File: src/esp_pkg.sv
package esp_pkg;

  // ************************************************************
  // Sizes
  // ************************************************************
  localparam int NUM_EV  = 16;
  localparam int NUM_IN  = 4;
  localparam int NUM_OUT = 4;
  localparam int NUM_ADC = 2;
  localparam int CW      = 16;
  localparam int SW      = 3;
  localparam int AW      = 12;

  // ************************************************************
  // Register map
  // ************************************************************
  localparam logic [AW-1:0] ADDR_CTRL  = 12'h000;
  localparam logic [AW-1:0] ADDR_LIMIT = 12'h004;
  localparam logic [AW-1:0] ADDR_COUNT = 12'h008;
  localparam logic [AW-1:0] ADDR_STATE = 12'h00C;
  localparam logic [AW-1:0] ADDR_OUT   = 12'h010;
  localparam logic [AW-1:0] ADDR_FLAG  = 12'h014;
  localparam logic [AW-1:0] ADDR_MASK  = 12'h018;

  // Arrays of sixteen words sit in 64-byte regions picked by address bits 11:6.
  localparam logic [5:0] REGION_CORE  = 6'h00;
  localparam logic [5:0] REGION_MATCH = 6'h04;
  localparam logic [5:0] REGION_EVCFG = 6'h05;
  localparam logic [5:0] REGION_EVACT = 6'h06;

  localparam int CTRL_RUN_BIT   = 0;
  localparam int CTRL_HALT_BIT  = 1;
  localparam int CTRL_BIDIR_BIT = 2;

  // ************************************************************
  // Reset values and write masks
  // ************************************************************
  localparam logic [CW-1:0] LIMIT_RST   = 16'hFFFF;
  localparam logic [CW-1:0] MATCH_RST   = 16'h0000;
  localparam logic [31:0]   EVCFG_WMASK = 32'h000F_FF3F;
  localparam logic [31:0]   EVACT_WMASK = 32'h0000_7FFF;

  // ************************************************************
  // Event configuration
  // ************************************************************
  typedef enum logic [1:0] {
    MODE_MATCH = 2'h0,
    MODE_IO    = 2'h1,
    MODE_OR    = 2'h2,
    MODE_AND   = 2'h3
  } esp_ev_mode_type;

  typedef enum logic [1:0] {
    IO_LOW  = 2'h0,
    IO_HIGH = 2'h1,
    IO_RISE = 2'h2,
    IO_FALL = 2'h3
  } esp_io_cond_type;

  typedef struct packed {
    logic [11:0]     rsvd_hi;
    logic            state_ld;
    logic [SW-1:0]   next_state;
    logic [7:0]      state_en;
    logic [1:0]      rsvd_lo;
    esp_io_cond_type cond;
    logic [1:0]      io_sel;
    esp_ev_mode_type mode;
  } esp_evcfg_type;

  typedef struct packed {
    logic [16:0]        rsvd;
    logic               halt;
    logic               stop;
    logic               start;
    logic               limit;
    logic               dma;
    logic [NUM_ADC-1:0] adc;
    logic [NUM_OUT-1:0] out_clr;
    logic [NUM_OUT-1:0] out_set;
  } esp_evact_type;

endpackage

File: src/esp_sync3.sv
`timescale 1ns/1ns
module esp_sync3 #(
  parameter int W = 4
) (
  input  wire logic         i_sys_clk,
  input  wire logic         i_resetn,
  input  wire logic [W-1:0] i_async,
  output logic      [W-1:0] o_level
);

  logic [W-1:0] ff1;
  logic [W-1:0] ff2;
  logic [W-1:0] ff3;

  always_ff @(posedge i_sys_clk or negedge i_resetn) begin
    if (!i_resetn) begin
      ff1 <= '0;
      ff2 <= '0;
      ff3 <= '0;
    end else begin
      ff1 <= i_async;
      ff2 <= ff1;
      ff3 <= ff2;
    end
  end

  // A bit is accepted only when the two settled stages agree.
  always_ff @(posedge i_sys_clk or negedge i_resetn) begin
    if (!i_resetn) begin
      o_level <= '0;
    end else begin
      for (int b = 0; b < W; b++) begin
        if (ff2[b] == ff3[b]) begin
          o_level[b] <= ff3[b];
        end
      end
    end
  end

endmodule

File: src/esp_event_unit.sv
`timescale 1ns/1ns
module esp_event_unit (
  input  wire logic                       i_live,
  input  wire logic [esp_pkg::CW-1:0]     i_count,
  input  wire logic [esp_pkg::CW-1:0]     i_match,
  input  wire logic [esp_pkg::NUM_IN-1:0] i_io,
  input  wire logic [esp_pkg::NUM_IN-1:0] i_io_prev,
  input  wire esp_pkg::esp_evcfg_type     i_cfg,
  input  wire logic [esp_pkg::SW-1:0]     i_state,
  output logic                            o_fire
);

  logic hit_match;
  logic hit_io;
  logic cur;
  logic prv;
  logic cond_ok;

  always_comb begin
    hit_match = i_live && (i_count == i_match);
    cur = i_io[i_cfg.io_sel];
    prv = i_io_prev[i_cfg.io_sel];
    case (i_cfg.cond)
      esp_pkg::IO_LOW:  hit_io = ~cur;
      esp_pkg::IO_HIGH: hit_io = cur;
      esp_pkg::IO_RISE: hit_io = cur & ~prv;
      esp_pkg::IO_FALL: hit_io = ~cur & prv;
      default:          hit_io = 1'b0;
    endcase
    case (i_cfg.mode)
      esp_pkg::MODE_MATCH: cond_ok = hit_match;
      esp_pkg::MODE_IO:    cond_ok = hit_io;
      esp_pkg::MODE_OR:    cond_ok = hit_match | hit_io;
      esp_pkg::MODE_AND:   cond_ok = hit_match & hit_io;
      default:             cond_ok = 1'b0;
    endcase
    o_fire = cond_ok & i_cfg.state_en[i_state];
  end

endmodule

File: src/esp_timer.sv
`timescale 1ns/1ns
module esp_timer (
  input  wire logic                        i_sys_clk,
  input  wire logic                        i_resetn,
  input  wire logic [esp_pkg::AW-1:0]      i_paddr,
  input  wire logic                        i_psel,
  input  wire logic                        i_penable,
  input  wire logic                        i_pwrite,
  input  wire logic [31:0]                 i_pwdata,
  output logic      [31:0]                 o_prdata,
  output logic                             o_pready,
  output logic                             o_pslverr,
  input  wire logic [esp_pkg::NUM_IN-1:0]  i_sig,
  output logic      [esp_pkg::NUM_OUT-1:0] o_pwm,
  output logic      [esp_pkg::NUM_ADC-1:0] o_adc_trig,
  output logic                             o_dma_req,
  output logic                             o_irq
);

  // ************************************************************
  // Storage
  // ************************************************************
  logic                        ctr_run;
  logic                        ctr_halt;
  logic                        bidir;
  logic                        cnt_down;
  logic [esp_pkg::CW-1:0]      count;
  logic [esp_pkg::CW-1:0]      limit;
  logic [esp_pkg::SW-1:0]      state;
  logic [esp_pkg::SW-1:0]      next_state;
  logic [esp_pkg::NUM_EV-1:0]  ev_flag;
  logic [esp_pkg::NUM_EV-1:0]  ev_mask;
  logic [esp_pkg::NUM_EV-1:0]  fire;
  logic [esp_pkg::NUM_IN-1:0]  io_lvl;
  logic [esp_pkg::NUM_IN-1:0]  io_prev;
  logic [esp_pkg::CW-1:0]      match_act [esp_pkg::NUM_EV];
  logic [esp_pkg::CW-1:0]      match_shd [esp_pkg::NUM_EV];
  esp_pkg::esp_evcfg_type      ev_cfg    [esp_pkg::NUM_EV];
  esp_pkg::esp_evact_type      ev_act    [esp_pkg::NUM_EV];
  esp_pkg::esp_evact_type      act_sum;
  logic                        ctr_live;
  logic                        at_top;
  logic                        at_bottom;
  logic                        reload;
  logic                        wr_en;
  logic                        setup;
  logic [31:0]                 rd_data;
  logic                        rd_err;

  function automatic logic [5:0] region(input logic [esp_pkg::AW-1:0] a);
    return a[11:6];
  endfunction

  function automatic logic [3:0] word_idx(input logic [esp_pkg::AW-1:0] a);
    return a[5:2];
  endfunction

  function automatic logic core_hit(input logic [esp_pkg::AW-1:0] a, input logic [esp_pkg::AW-1:0] r);
    return a == r;
  endfunction

  // ************************************************************
  // Inputs
  // ************************************************************
  esp_sync3 #(
    .W (esp_pkg::NUM_IN)
  ) u_sync (
    .i_sys_clk (i_sys_clk),
    .i_resetn  (i_resetn),
    .i_async   (i_sig),
    .o_level   (io_lvl)
  );

  always_ff @(posedge i_sys_clk or negedge i_resetn) begin
    if (!i_resetn) begin
      io_prev <= '0;
    end else begin
      io_prev <= io_lvl;
    end
  end

  // ************************************************************
  // Events
  // ************************************************************
  assign ctr_live = ctr_run & ~ctr_halt;

  for (genvar g = 0; g < esp_pkg::NUM_EV; g++) begin : g_ev
    esp_event_unit u_ev (
      .i_live    (ctr_live),
      .i_count   (count),
      .i_match   (match_act[g]),
      .i_io      (io_lvl),
      .i_io_prev (io_prev),
      .i_cfg     (ev_cfg[g]),
      .i_state   (state),
      .o_fire    (fire[g])
    );
  end

  // Actions of every fired event merge; the highest event wins a state jump.
  always_comb begin
    act_sum = '0;
    next_state = state;
    for (int i = 0; i < esp_pkg::NUM_EV; i++) begin
      if (fire[i]) begin
        act_sum = esp_pkg::esp_evact_type'(act_sum | ev_act[i]);
        if (ev_cfg[i].state_ld) begin
          next_state = ev_cfg[i].next_state;
        end
      end
    end
  end

  // ************************************************************
  // Counter
  // ************************************************************
  assign at_top = count == limit;
  assign at_bottom = count == '0;
  assign reload = act_sum.limit | (ctr_live & (bidir ? ((~cnt_down & at_top) | (cnt_down & at_bottom))
                                                     : at_top));

  always_ff @(posedge i_sys_clk or negedge i_resetn) begin
    if (!i_resetn) begin
      count <= '0;
      cnt_down <= 1'b0;
    end else if (act_sum.limit) begin
      count <= '0;
      cnt_down <= 1'b0;
    end else if (wr_en && core_hit(i_paddr, esp_pkg::ADDR_COUNT)) begin
      count <= i_pwdata[esp_pkg::CW-1:0];
    end else if (ctr_live) begin
      if (!bidir) begin
        count <= at_top ? '0 : count + 1'b1;
        cnt_down <= 1'b0;
      end else if (!cnt_down) begin
        count <= at_top ? count - 1'b1 : count + 1'b1;
        cnt_down <= at_top;
      end else begin
        count <= at_bottom ? count + 1'b1 : count - 1'b1;
        cnt_down <= ~at_bottom;
      end
    end
  end

  // Event commands override a software write in the same cycle.
  always_ff @(posedge i_sys_clk or negedge i_resetn) begin
    if (!i_resetn) begin
      ctr_run <= 1'b0;
      ctr_halt <= 1'b0;
      bidir <= 1'b0;
    end else begin
      if (wr_en && core_hit(i_paddr, esp_pkg::ADDR_CTRL)) begin
        ctr_run <= i_pwdata[esp_pkg::CTRL_RUN_BIT];
        ctr_halt <= i_pwdata[esp_pkg::CTRL_HALT_BIT];
        bidir <= i_pwdata[esp_pkg::CTRL_BIDIR_BIT];
      end
      if (act_sum.stop) begin
        ctr_run <= 1'b0;
      end else if (act_sum.start) begin
        ctr_run <= 1'b1;
      end
      if (act_sum.halt) begin
        ctr_halt <= 1'b1;
      end
    end
  end

  always_ff @(posedge i_sys_clk or negedge i_resetn) begin
    if (!i_resetn) begin
      limit <= esp_pkg::LIMIT_RST;
    end else if (wr_en && core_hit(i_paddr, esp_pkg::ADDR_LIMIT)) begin
      limit <= i_pwdata[esp_pkg::CW-1:0];
    end
  end

  // ************************************************************
  // Match registers
  // ************************************************************
  // Software reaches only the shadows; the active set changes all at once.
  always_ff @(posedge i_sys_clk or negedge i_resetn) begin
    if (!i_resetn) begin
      for (int i = 0; i < esp_pkg::NUM_EV; i++) begin
        match_act[i] <= esp_pkg::MATCH_RST;
        match_shd[i] <= esp_pkg::MATCH_RST;
      end
    end else begin
      if (wr_en && region(i_paddr) == esp_pkg::REGION_MATCH) begin
        match_shd[word_idx(i_paddr)] <= i_pwdata[esp_pkg::CW-1:0];
      end
      if (reload) begin
        for (int i = 0; i < esp_pkg::NUM_EV; i++) begin
          match_act[i] <= match_shd[i];
        end
      end
    end
  end

  always_ff @(posedge i_sys_clk or negedge i_resetn) begin
    if (!i_resetn) begin
      for (int i = 0; i < esp_pkg::NUM_EV; i++) begin
        ev_cfg[i] <= '0;
        ev_act[i] <= '0;
      end
    end else if (wr_en) begin
      if (region(i_paddr) == esp_pkg::REGION_EVCFG) begin
        ev_cfg[word_idx(i_paddr)] <= esp_pkg::esp_evcfg_type'(i_pwdata & esp_pkg::EVCFG_WMASK);
      end
      if (region(i_paddr) == esp_pkg::REGION_EVACT) begin
        ev_act[word_idx(i_paddr)] <= esp_pkg::esp_evact_type'(i_pwdata & esp_pkg::EVACT_WMASK);
      end
    end
  end

  // ************************************************************
  // State, outputs and triggers
  // ************************************************************
  always_ff @(posedge i_sys_clk or negedge i_resetn) begin
    if (!i_resetn) begin
      state <= '0;
    end else if (next_state != state || !(wr_en && core_hit(i_paddr, esp_pkg::ADDR_STATE))) begin
      state <= next_state;
    end else begin
      state <= i_pwdata[esp_pkg::SW-1:0];
    end
  end

  // Clear beats set on the same pin so a conflict leaves the switch off.
  always_ff @(posedge i_sys_clk or negedge i_resetn) begin
    if (!i_resetn) begin
      o_pwm <= '0;
    end else if (wr_en && core_hit(i_paddr, esp_pkg::ADDR_OUT) && fire == '0) begin
      o_pwm <= i_pwdata[esp_pkg::NUM_OUT-1:0];
    end else begin
      o_pwm <= (o_pwm | act_sum.out_set) & ~act_sum.out_clr;
    end
  end

  always_ff @(posedge i_sys_clk or negedge i_resetn) begin
    if (!i_resetn) begin
      o_adc_trig <= '0;
      o_dma_req <= 1'b0;
    end else begin
      o_adc_trig <= act_sum.adc;
      o_dma_req <= act_sum.dma;
    end
  end

  // ************************************************************
  // Interrupts
  // ************************************************************
  // A new event in the clearing cycle survives the write-one-to-clear.
  always_ff @(posedge i_sys_clk or negedge i_resetn) begin
    if (!i_resetn) begin
      ev_flag <= '0;
    end else if (wr_en && core_hit(i_paddr, esp_pkg::ADDR_FLAG)) begin
      ev_flag <= (ev_flag & ~i_pwdata[esp_pkg::NUM_EV-1:0]) | fire;
    end else begin
      ev_flag <= ev_flag | fire;
    end
  end

  always_ff @(posedge i_sys_clk or negedge i_resetn) begin
    if (!i_resetn) begin
      ev_mask <= '0;
    end else if (wr_en && core_hit(i_paddr, esp_pkg::ADDR_MASK)) begin
      ev_mask <= i_pwdata[esp_pkg::NUM_EV-1:0];
    end
  end

  always_ff @(posedge i_sys_clk or negedge i_resetn) begin
    if (!i_resetn) begin
      o_irq <= 1'b0;
    end else begin
      o_irq <= |(ev_flag & ev_mask);
    end
  end

  // ************************************************************
  // APB slave
  // ************************************************************
  // No wait state: ready rises in the first access cycle.
  assign setup = i_psel & ~i_penable;
  assign wr_en = i_psel & i_penable & i_pwrite & o_pready & ~o_pslverr;

  always_comb begin
    rd_data = '0;
    rd_err = 1'b0;
    case (region(i_paddr))
      esp_pkg::REGION_CORE: begin
        case (i_paddr)
          esp_pkg::ADDR_CTRL:  rd_data = {29'h0, bidir, ctr_halt, ctr_run};
          esp_pkg::ADDR_LIMIT: rd_data = {16'h0, limit};
          esp_pkg::ADDR_COUNT: rd_data = {16'h0, count};
          esp_pkg::ADDR_STATE: rd_data = {29'h0, state};
          esp_pkg::ADDR_OUT:   rd_data = {28'h0, o_pwm};
          esp_pkg::ADDR_FLAG:  rd_data = {16'h0, ev_flag};
          esp_pkg::ADDR_MASK:  rd_data = {16'h0, ev_mask};
          default:             rd_err = 1'b1;
        endcase
      end
      esp_pkg::REGION_MATCH: rd_data = {16'h0, match_shd[word_idx(i_paddr)]};
      esp_pkg::REGION_EVCFG: rd_data = ev_cfg[word_idx(i_paddr)];
      esp_pkg::REGION_EVACT: rd_data = ev_act[word_idx(i_paddr)];
      default:               rd_err = 1'b1;
    endcase
    if (i_paddr[1:0] != 2'h0) begin
      rd_err = 1'b1;
      rd_data = '0;
    end
  end

  always_ff @(posedge i_sys_clk or negedge i_resetn) begin
    if (!i_resetn) begin
      o_pready <= 1'b0;
      o_pslverr <= 1'b0;
      o_prdata <= '0;
    end else begin
      o_pready <= setup;
      o_pslverr <= setup & rd_err;
      if (setup && !i_pwrite) begin
        o_prdata <= rd_data;
      end else if (setup) begin
        o_prdata <= '0;
      end
    end
  end

endmodule

File: config.mk
export PLATFORM = sky130hd
export DESIGN_NAME = esp_timer
export DESIGN_NICKNAME = d
export VERILOG_FILES = /design/src/esp_pkg.sv /design/src/esp_sync3.sv /design/src/esp_event_unit.sv /design/src/esp_timer.sv
export SDC_FILE = /design/constraint.sdc
export NUM_CORES = 2
export LEC_CHECK = 0
export ABC_AREA = 1
export BUFFER_PORTS_ARGS = -buffer_cell sky130_fd_sc_hd__buf_2
export CORE_MARGIN = 2
export CORE_UTILIZATION = 45
export DETAILED_ROUTE_END_ITERATION = 16
export SLEW_MARGIN = 40
export SYNTH_ARGS = -nofsm -noshare
export SYNTH_HDL_FRONTEND = slang
export SYNTH_SLANG_ARGS = --single-unit
File: constraint.sdc
create_clock -name i_sys_clk -period 3.5 [get_ports i_sys_clk]
set_clock_uncertainty 0.15 [all_clocks]
set_input_delay 0.175 -clock i_sys_clk [delete_from_list [all_inputs] [get_ports i_sys_clk]]
set_output_delay 0.175 -clock i_sys_clk [all_outputs]
set_load 0.02 [all_outputs]
# [Word level (Yosys, flattened, before mapping)]
# Index checks and enable logic that the tools add are counted.
[op_classes] shifts=0 multipliers=0 n_lt_le_gt_ge=19 mux=222 n_reduce_logical=78 bitwise_logic=153 n_div=0 add_sub_neg=2 n_eq_ne=128
[op_table] cell="512-bit bitwise mux" count=2
[op_table] cell="16-bit == test" count=17
[op_table] cell="32-bit binary-select mux with 4-bit select" count=2
[op_table] cell="256-bit bitwise mux" count=1
[op_table] cell="32-bit two-way mux" count=8
[op_table] cell="15-bit two-way mux" count=16
[op_table] cell="15-bit bitwise OR" count=15
[op_table] cell="16-bit two-way mux" count=12
[op_table] cell="32-bit demux with 4-bit select" count=1
[op_table] cell="2-bit == test (second input constant)" count=64
[op_table] cell="1-bit case mux with 4 select lines" count=32
[op_table] cell="32-bit case mux with 4 select lines" count=1
[op_table] cell="16-bit case mux with 7 select lines" count=1
[op_table] cell="3-bit two-way mux" count=33
[op_table] cell="1-bit bitwise AND" count=74
[op_table] cell="1-bit binary-select mux with 2-bit select" count=32
[op_table] cell="16-bit binary-select mux with 4-bit select" count=1
[op_table] cell="16-bit demux with 4-bit select" count=1
[op_table] cell="2-bit by 1-bit == test with 1-bit output (second input constant)" count=32
[op_table] cell="2-bit zero test" count=32
[op_table] cell="1-bit two-way mux" count=61
[op_table] cell="1-bit binary-select mux with 3-bit select" count=16
[op_table] cell="2-bit by 3-bit less-than comparator with 1-bit output (second input constant)" count=16
[op_table] cell="1-bit inverter" count=37
[op_table] cell="34 further kinds" count=95
[totals] rom_bits=0 regBits=1669 ram_bits=0 in_bits=53 mem_count=0 latch_bits=0 out_inout_bits=42

# [Logic depth before layout (Yosys ltp)]
[logic_depth] word_depth=42 mapped_depth=35

# [Cells and area by module]
# From an unflattened synthesis, not the netlist that was laid out.
[hier_totals] hier_cells=7648 hier_area_um2=60516.8
[by_module_without_submodules] module="esp_timer" n_inst=1 area_per_inst_um2=51623.3 cells_each=5600
[by_module_without_submodules] module="esp_event_unit" n_inst=16 area_per_inst_um2=526.8 cells_each=126
[by_module_without_submodules] module="esp_sync3" n_inst=1 area_per_inst_um2=465.4 cells_each=32

# [Worst setup path after synthesis]
# OpenSTA, ideal clock, no wires.
[synth_path] kind="register to register" start="register u_sync.o_level[1]" end="register match_act[155] (netlist name)" stages_incl_launch_ff=21 n_path_buf=4 setup_slack_ps=316 t_arrival_ps=2909 path_cell_list="dfrtp_1 > buf_4 > buf_4 > nand2_1 > nand3_1 > nand2_1 > nand2_1 > nand2_1 > xor2_1 > inv_1 > nand2_1 > nand3b_1 > nand3_2 > inv_2 > a221oi_2 > nand4_1 > nor4_4 > nand2_2 > buf_6 > buf_6 > mux2_4"
[synth_via] elab_chain_cells=40
[synth_lines] item="from (decl)" line_no="esp_sync3.sv:8" text="output logic [W-1:0] o_level"
[synth_lines] item="from (signal, indexed assignment)" line_no="esp_sync3.sv:34" text="o_level[b] <= ff3[b];"
[synth_lines] item="1-bit binary-select mux with 2-bit select" line_no="esp_event_unit.sv:21" text="cur = i_io[i_cfg.io_sel];"
[synth_lines] item="1-bit two-way mux (implied by the code)" line_no="esp_event_unit.sv:21"
[synth_lines] item="1-bit inverter" line_no="esp_event_unit.sv:24, esp_event_unit.sv:27"
[synth_lines] item="1-bit bitwise AND" line_no="esp_event_unit.sv:27" text="esp_pkg::IO_FALL: hit_io = ~cur & prv;"
[synth_lines] item="1-bit case mux with 4 select lines" line_no="esp_event_unit.sv:23" text="case (i_cfg.cond)"
[synth_lines] item="1-bit bitwise AND / 1-bit bitwise OR (equally long branches)" line_no="esp_event_unit.sv:34, esp_event_unit.sv:33"
[synth_lines] item="1-bit case mux with 4 select lines" line_no="esp_event_unit.sv:30" text="case (i_cfg.mode)"
[synth_lines] item="1-bit bitwise AND" line_no="esp_event_unit.sv:37" text="o_fire = cond_ok & i_cfg.state_en[i_state];"
[synth_lines] item="[... 24 more ...]"
[synth_lines] item="15-bit two-way mux" line_no="esp_timer.sv:105" text="if (fire[i]) begin"
[synth_lines] item="15-bit bitwise OR" line_no="esp_timer.sv:106" text="act_sum = esp_pkg::esp_evact_type'(act_sum | ev_act[i]);"
[synth_lines] item="15-bit two-way mux" line_no="esp_timer.sv:105"
[synth_lines] item="15-bit bitwise OR" line_no="esp_timer.sv:106"
[synth_lines] item="15-bit two-way mux" line_no="esp_timer.sv:105"
[synth_lines] item="15-bit bitwise OR" line_no="esp_timer.sv:106"
[synth_lines] item="15-bit two-way mux (*)" line_no="esp_timer.sv:105"
[synth_lines] item="1-bit bitwise OR (*)" line_no="esp_timer.sv:119" text="assign reload = act_sum.limit | (ctr_live & (bidir ? ((~cnt_down & at_top) | (cnt_down & at_bottom))"
[synth_lines] item="to (signal, indexed assignment)" line_no="esp_timer.sv:183" text="match_act[i] <= esp_pkg::MATCH_RST;"
[synth_lines] item="to (signal, indexed assignment)" line_no="esp_timer.sv:192" text="match_act[i] <= match_shd[i];"
[synth_lines] item="to (decl)" line_no="esp_timer.sv:36" text="logic [esp_pkg::CW-1:0] match_act [esp_pkg::NUM_EV];"
# Mark *: on every way between the ends. The rest lies on a longest branch, timed or not. The select of a mux whose other input is x is not followed.
# A chain may end at the register's enable or synchronous reset.

# [Worst setup path in the final report]
[layout_path] start="register count[1] (netlist name)" end="register match_act[132] (netlist name)"
[layout_via] elab_chain_cells=37
[layout_lines] item="from (decl)" line_no="esp_timer.sv:27" text="logic [esp_pkg::CW-1:0] count;"
[layout_lines] item="from (signal assigned)" line_no="esp_timer.sv:130" text="count <= i_pwdata[esp_pkg::CW-1:0];"
[layout_lines] item="from (signal assigned)" line_no="esp_timer.sv:133" text="count <= at_top ? '0 : count + 1'b1;"
[layout_lines] item="from (signal assigned)" line_no="esp_timer.sv:136" text="count <= at_top ? count - 1'b1 : count + 1'b1;"
[layout_lines] item="16-bit == test" line_no="esp_event_unit.sv:20" text="hit_match = i_live && (i_count == i_match);"
[layout_lines] item="1-bit logical AND" line_no="esp_event_unit.sv:20"
[layout_lines] item="1-bit bitwise AND / 1-bit bitwise OR (equally long branches)" line_no="esp_event_unit.sv:34, esp_event_unit.sv:33"
[layout_lines] item="1-bit case mux with 4 select lines" line_no="esp_event_unit.sv:30"
[layout_lines] item="1-bit bitwise AND" line_no="esp_event_unit.sv:37"
[layout_lines] item="15-bit two-way mux" line_no="esp_timer.sv:105"
[layout_lines] item="15-bit bitwise OR" line_no="esp_timer.sv:106"
[layout_lines] item="15-bit two-way mux" line_no="esp_timer.sv:105"
[layout_lines] item="[... 21 more ...]"
[layout_lines] item="15-bit two-way mux" line_no="esp_timer.sv:105"
[layout_lines] item="15-bit bitwise OR" line_no="esp_timer.sv:106"
[layout_lines] item="15-bit two-way mux" line_no="esp_timer.sv:105"
[layout_lines] item="15-bit bitwise OR" line_no="esp_timer.sv:106"
[layout_lines] item="15-bit two-way mux" line_no="esp_timer.sv:105"
[layout_lines] item="15-bit bitwise OR" line_no="esp_timer.sv:106"
[layout_lines] item="15-bit two-way mux" line_no="esp_timer.sv:105"
[layout_lines] item="1-bit bitwise OR (*)" line_no="esp_timer.sv:119"
# Mark *: on every way between the ends. The rest lies on a longest branch, timed or not.

==> flow_summary_export.csv <==
group,metric,value,unit
global_route,grt_pass1_wl,371000,um
timing,worst_slew_pin_slew,960,ps
synthesis,synth_most_common_cell,"nand2_1",
finish,syn_to_final_growth,26.8,%
synthesis,synthSimpleGateAreaFrac,0.174,
floorplan,fp.dieW,363,um
synthesis,yosysWarnings,0,
critical_path,crit_chain,"buf_4 > buf_8 > nand2_4 > o2111ai_4 > nor4_4 > nand3_2 > nand2_1 > inv_1 > o21ai_2 > nand3_2 > buf_6 > inv_2 > nand2_1 > o211ai_1 > nor4_4 > buf_12 > nand2_8 > buf_8 > buf_12 > buf_16 > mux2_2",
timing,min_period,3920,ps
power_and_ir_drop,p_per_area,404,mW/mm^2
timing,maxSlewViolCount,0,
detailed_routing,drc,0,
synthesis,synthFlopType,"dfrtp_1",
synthesis,synthArstFlopShare,1.00,
hold_path,hold_class,"primary input to register",
synthesis,synth_compound_area_frac,0.206,
finish,final_core_util,0.576,
power_and_ir_drop,ir_drop,0.447,mV
job,maxCapViolCount,0,
synthesis,yosysSeqAreaShare,0.501,
synthesis,synthTopCellsByArea,"dfrtp_1 (49%), nand2_1 (12%), o21ai_0 (9.4%)",
placement,portBuffers,70,
timing,setup-violations-final,283,
timing,final_hold_viol_count,0,
detailed_routing,firstDrtPassIters,6,
timing,fmax,255,MHz
synthesis,synth_area_leader_cell,"dfrtp_1",
detailed_routing,dr.first_iter.drc_count,7549,
synthesis,synth.cells.most_frequent,"nand2_1 (1,904), dfrtp_1 (1,145), o21ai_0 (1,089)",
critical_path,r2r_slack,-420,ps
finish,final_nets,7579,
floorplan,num_io_pins,95,
synthesis,muxShareOfSynthArea,0.0224,
clock_tree,cts.path.max_buffers,3,
clock_tree,cts_made_buffers,133,
clock_tree,clock_sinks,1161,
run_status,status,"complete, but fails checks",
global_route,grt_pass1_vias,54400,
global_route,grt-ovfl-total,0,
synthesis,postSynthCellCount,6977,
clock_tree,htreeDepth,4,
critical_path,slowest_stage,"nor4_4",
clock_tree,root_buffer,"clkbuf_16",
synthesis,ys_ff_latch,1161,
critical_path,start_kind,"register",
detailed_routing,num_vias,56800,
synthesis,synth_top_cell_area_share,0.494,
floorplan,die_h,363,um
synthesis,synth_fa_ha_area_frac,0.00134,
global_route,grt_max_degree,95,
floorplan,rows,131,
critical_path,worst-setup-path-type,"register to register",
detailed_routing,ant_nets,0,
timing,final.setup.tns,-75370,ps
synthesis,netlist_area,0.0580,sq mm
critical_path,max_stage_delay,470,ps
synthesis,synth_xor_area_frac,0.0226,
floorplan,die_area,0.132,sq mm
placement,dp_hpwl,164000,um
synthesis,synthDistinctLibCells,60,
floorplan,initial_core_util,0.454,
timing,rsz0062_at_grt,"yes",
critical_path,path_max_fanout,12,
timing,setup_slack,-421,ps
global_route,antenna_found_initial,13,
synthesis,synth_top_family_by_area,"compound AO/OA/AOI/OAI gates",
detailed_routing,wl,255000,um
critical_path,critPathArrivalTime,4420,ps
run_status,violations,"negative setup slack",
clock_tree,cts_tree,"yes",
clock_tree,path_clk_slew,60,ps
power_and_ir_drop,p_leak,32.5,nW
placement,gp_congestion,0.963,
synthesis,synth_edf_count,0,
detailed_routing,via_per_inst,6.11,
detailed_routing,wire_per_inst,27.4,um
timing,slew_headroom,0.351,
finish,drive_above_1_share,0.214,
clock_tree,clock_latency,800,ps
critical_path,critPathBufInv,9,
synthesis,synth.avg_cell_area,8.32,sq um
global_route,grt_util_all_layers,0.382,
critical_path,critPathTopFamily,"simple AND/OR/NAND/NOR gates",
critical_path,required,4000,ps
floorplan,coreArea,0.128,sq mm
timing,fin_crit_sh,1.12,
critical_path,worstSetupEndpointType,"register",
## layer usage
metal / track usage / vias up / share of wire
met2: 0.573 / 3358 / 0.43
met4: 0.206 / 16 / 0.064
met1: 0.504 / 27800 / 0.39
met3: 0.102 / 881 / 0.11
met5: 0 / - / 0.00045
li1: - / 24800 / -
## cells by family after synthesis
kind of cell | Yosys count
AOI/OAI and AO/OA | 1998
and+or+nand+nor | 2525
xor gates and xnor gates | 150
buffers and inverters | 1036
adders and majority gates | 7
muxes | 99
DFF | 1161
other | 1
## registers in the layout, summed over array words and instances, names as in the netlist, 2 cells and up
name / count
count: 16
ev_act: 240
ev_cfg: 288
ev_flag: 16
ev_mask: 16
io_prev: 4
limit: 16
match_act: 256
match_shd: 256
o_adc_trig: 2
o_prdata: 20
o_pwm: 4
state: 3
u_sync.ff1: 4
u_sync.ff2: 4
u_sync.ff3: 4
u_sync.o_level: 4
## path summary, 6_finish.rpt
| kind | endpoint | startpoint | cells past startpoint |
|---|---|---|---|
| worst min register to register | u_sync.ff2[0] | u_sync.ff1[0] | 0 |
| worst max register to register | match_act[132] | count[1] | 21 |
| min in group asynchronous | match_shd[193] | i_resetn | 4 |
| worst min-delay path | state[2] | i_pwdata[2] | 4 |
| worst max-delay path | match_act[132] | count[1] | 21 |
| max in group asynchronous | match_act[157] | i_resetn | 5 |
## per-stage QoR
step / instance area, sq um / total power [mW] / hold WS (ps) / setup slack (ps) / cells
global route: 73600 / 30.4 / 114 / -542 / 9293
global placement: 64100 / 15.2 / 133 / -839 / 8870
detailed placement: 64200 / 15.2 / -31.7 / -858 / 8871
finish: 73600 / 29.7 / 88.1 / -421 / 9296
floorplan: 58100 / 14.2 / -271 / 316 / 6988
CTS: 72600 / 29.8 / 27.7 / -288 / 9270
## cell type report
class / count / area, sq um
well taps: 1662 / 2080
multi-input cells: 4792 / 26700
clock buffers: 198 / 4070
flip-flops and latches: 1161 / 29100
clock inverters: 45 / 498
diodes: 3 / 7.51
fillers: 11500 / 54200
repair buffers: 930 / 9260
inverters: 505 / 1940
## layout by cell type (no fill, tap or decap), drive strengths merged, types with 50 or more instances in the layout
| master | n |
|---|---|
| a21oi | 167 |
| nand3 | 264 |
| mux2 | 99 |
| a22oi | 187 |
| xnor2 | 56 |
| clkbuf | 199 |
| o221ai | 75 |
| o21ai | 1149 |
| o22ai | 115 |
| xor2 | 94 |
| a221oi | 50 |
| o211ai | 56 |
| dfrtp | 1145 |
| buf | 889 |
| nand2 | 1906 |
| inv | 503 |
| nor2 | 233 |
## report_power, final
| group | switching (mW) | internal (mW) | leakage, nW |
|---|---|---|---|
| Sequential | 0.0302 | 13.5 | 16.0 |
| Combinational | 1.20 | 0.354 | 14.3 |
| Clock | 6.06 | 8.60 | 2.25 |
## repair_timing
action,CTS,global route
pin swaps,61,62
buffers inserted,82,27
cloned,35,1
resized for setup,542,203
hold buffers,40,0
endpoints found under the hold margin,1253,0
setup endpoints to repair,285,285
## tightest hold or removal path: cells and delay by family
| family | cells | cell delay (ps) |
|---|---|---|
| and+or+nand+nor | 2 | 160 |
| buffers and inverters | 2 | 640 |
Power figures use the tool's default switching activity.
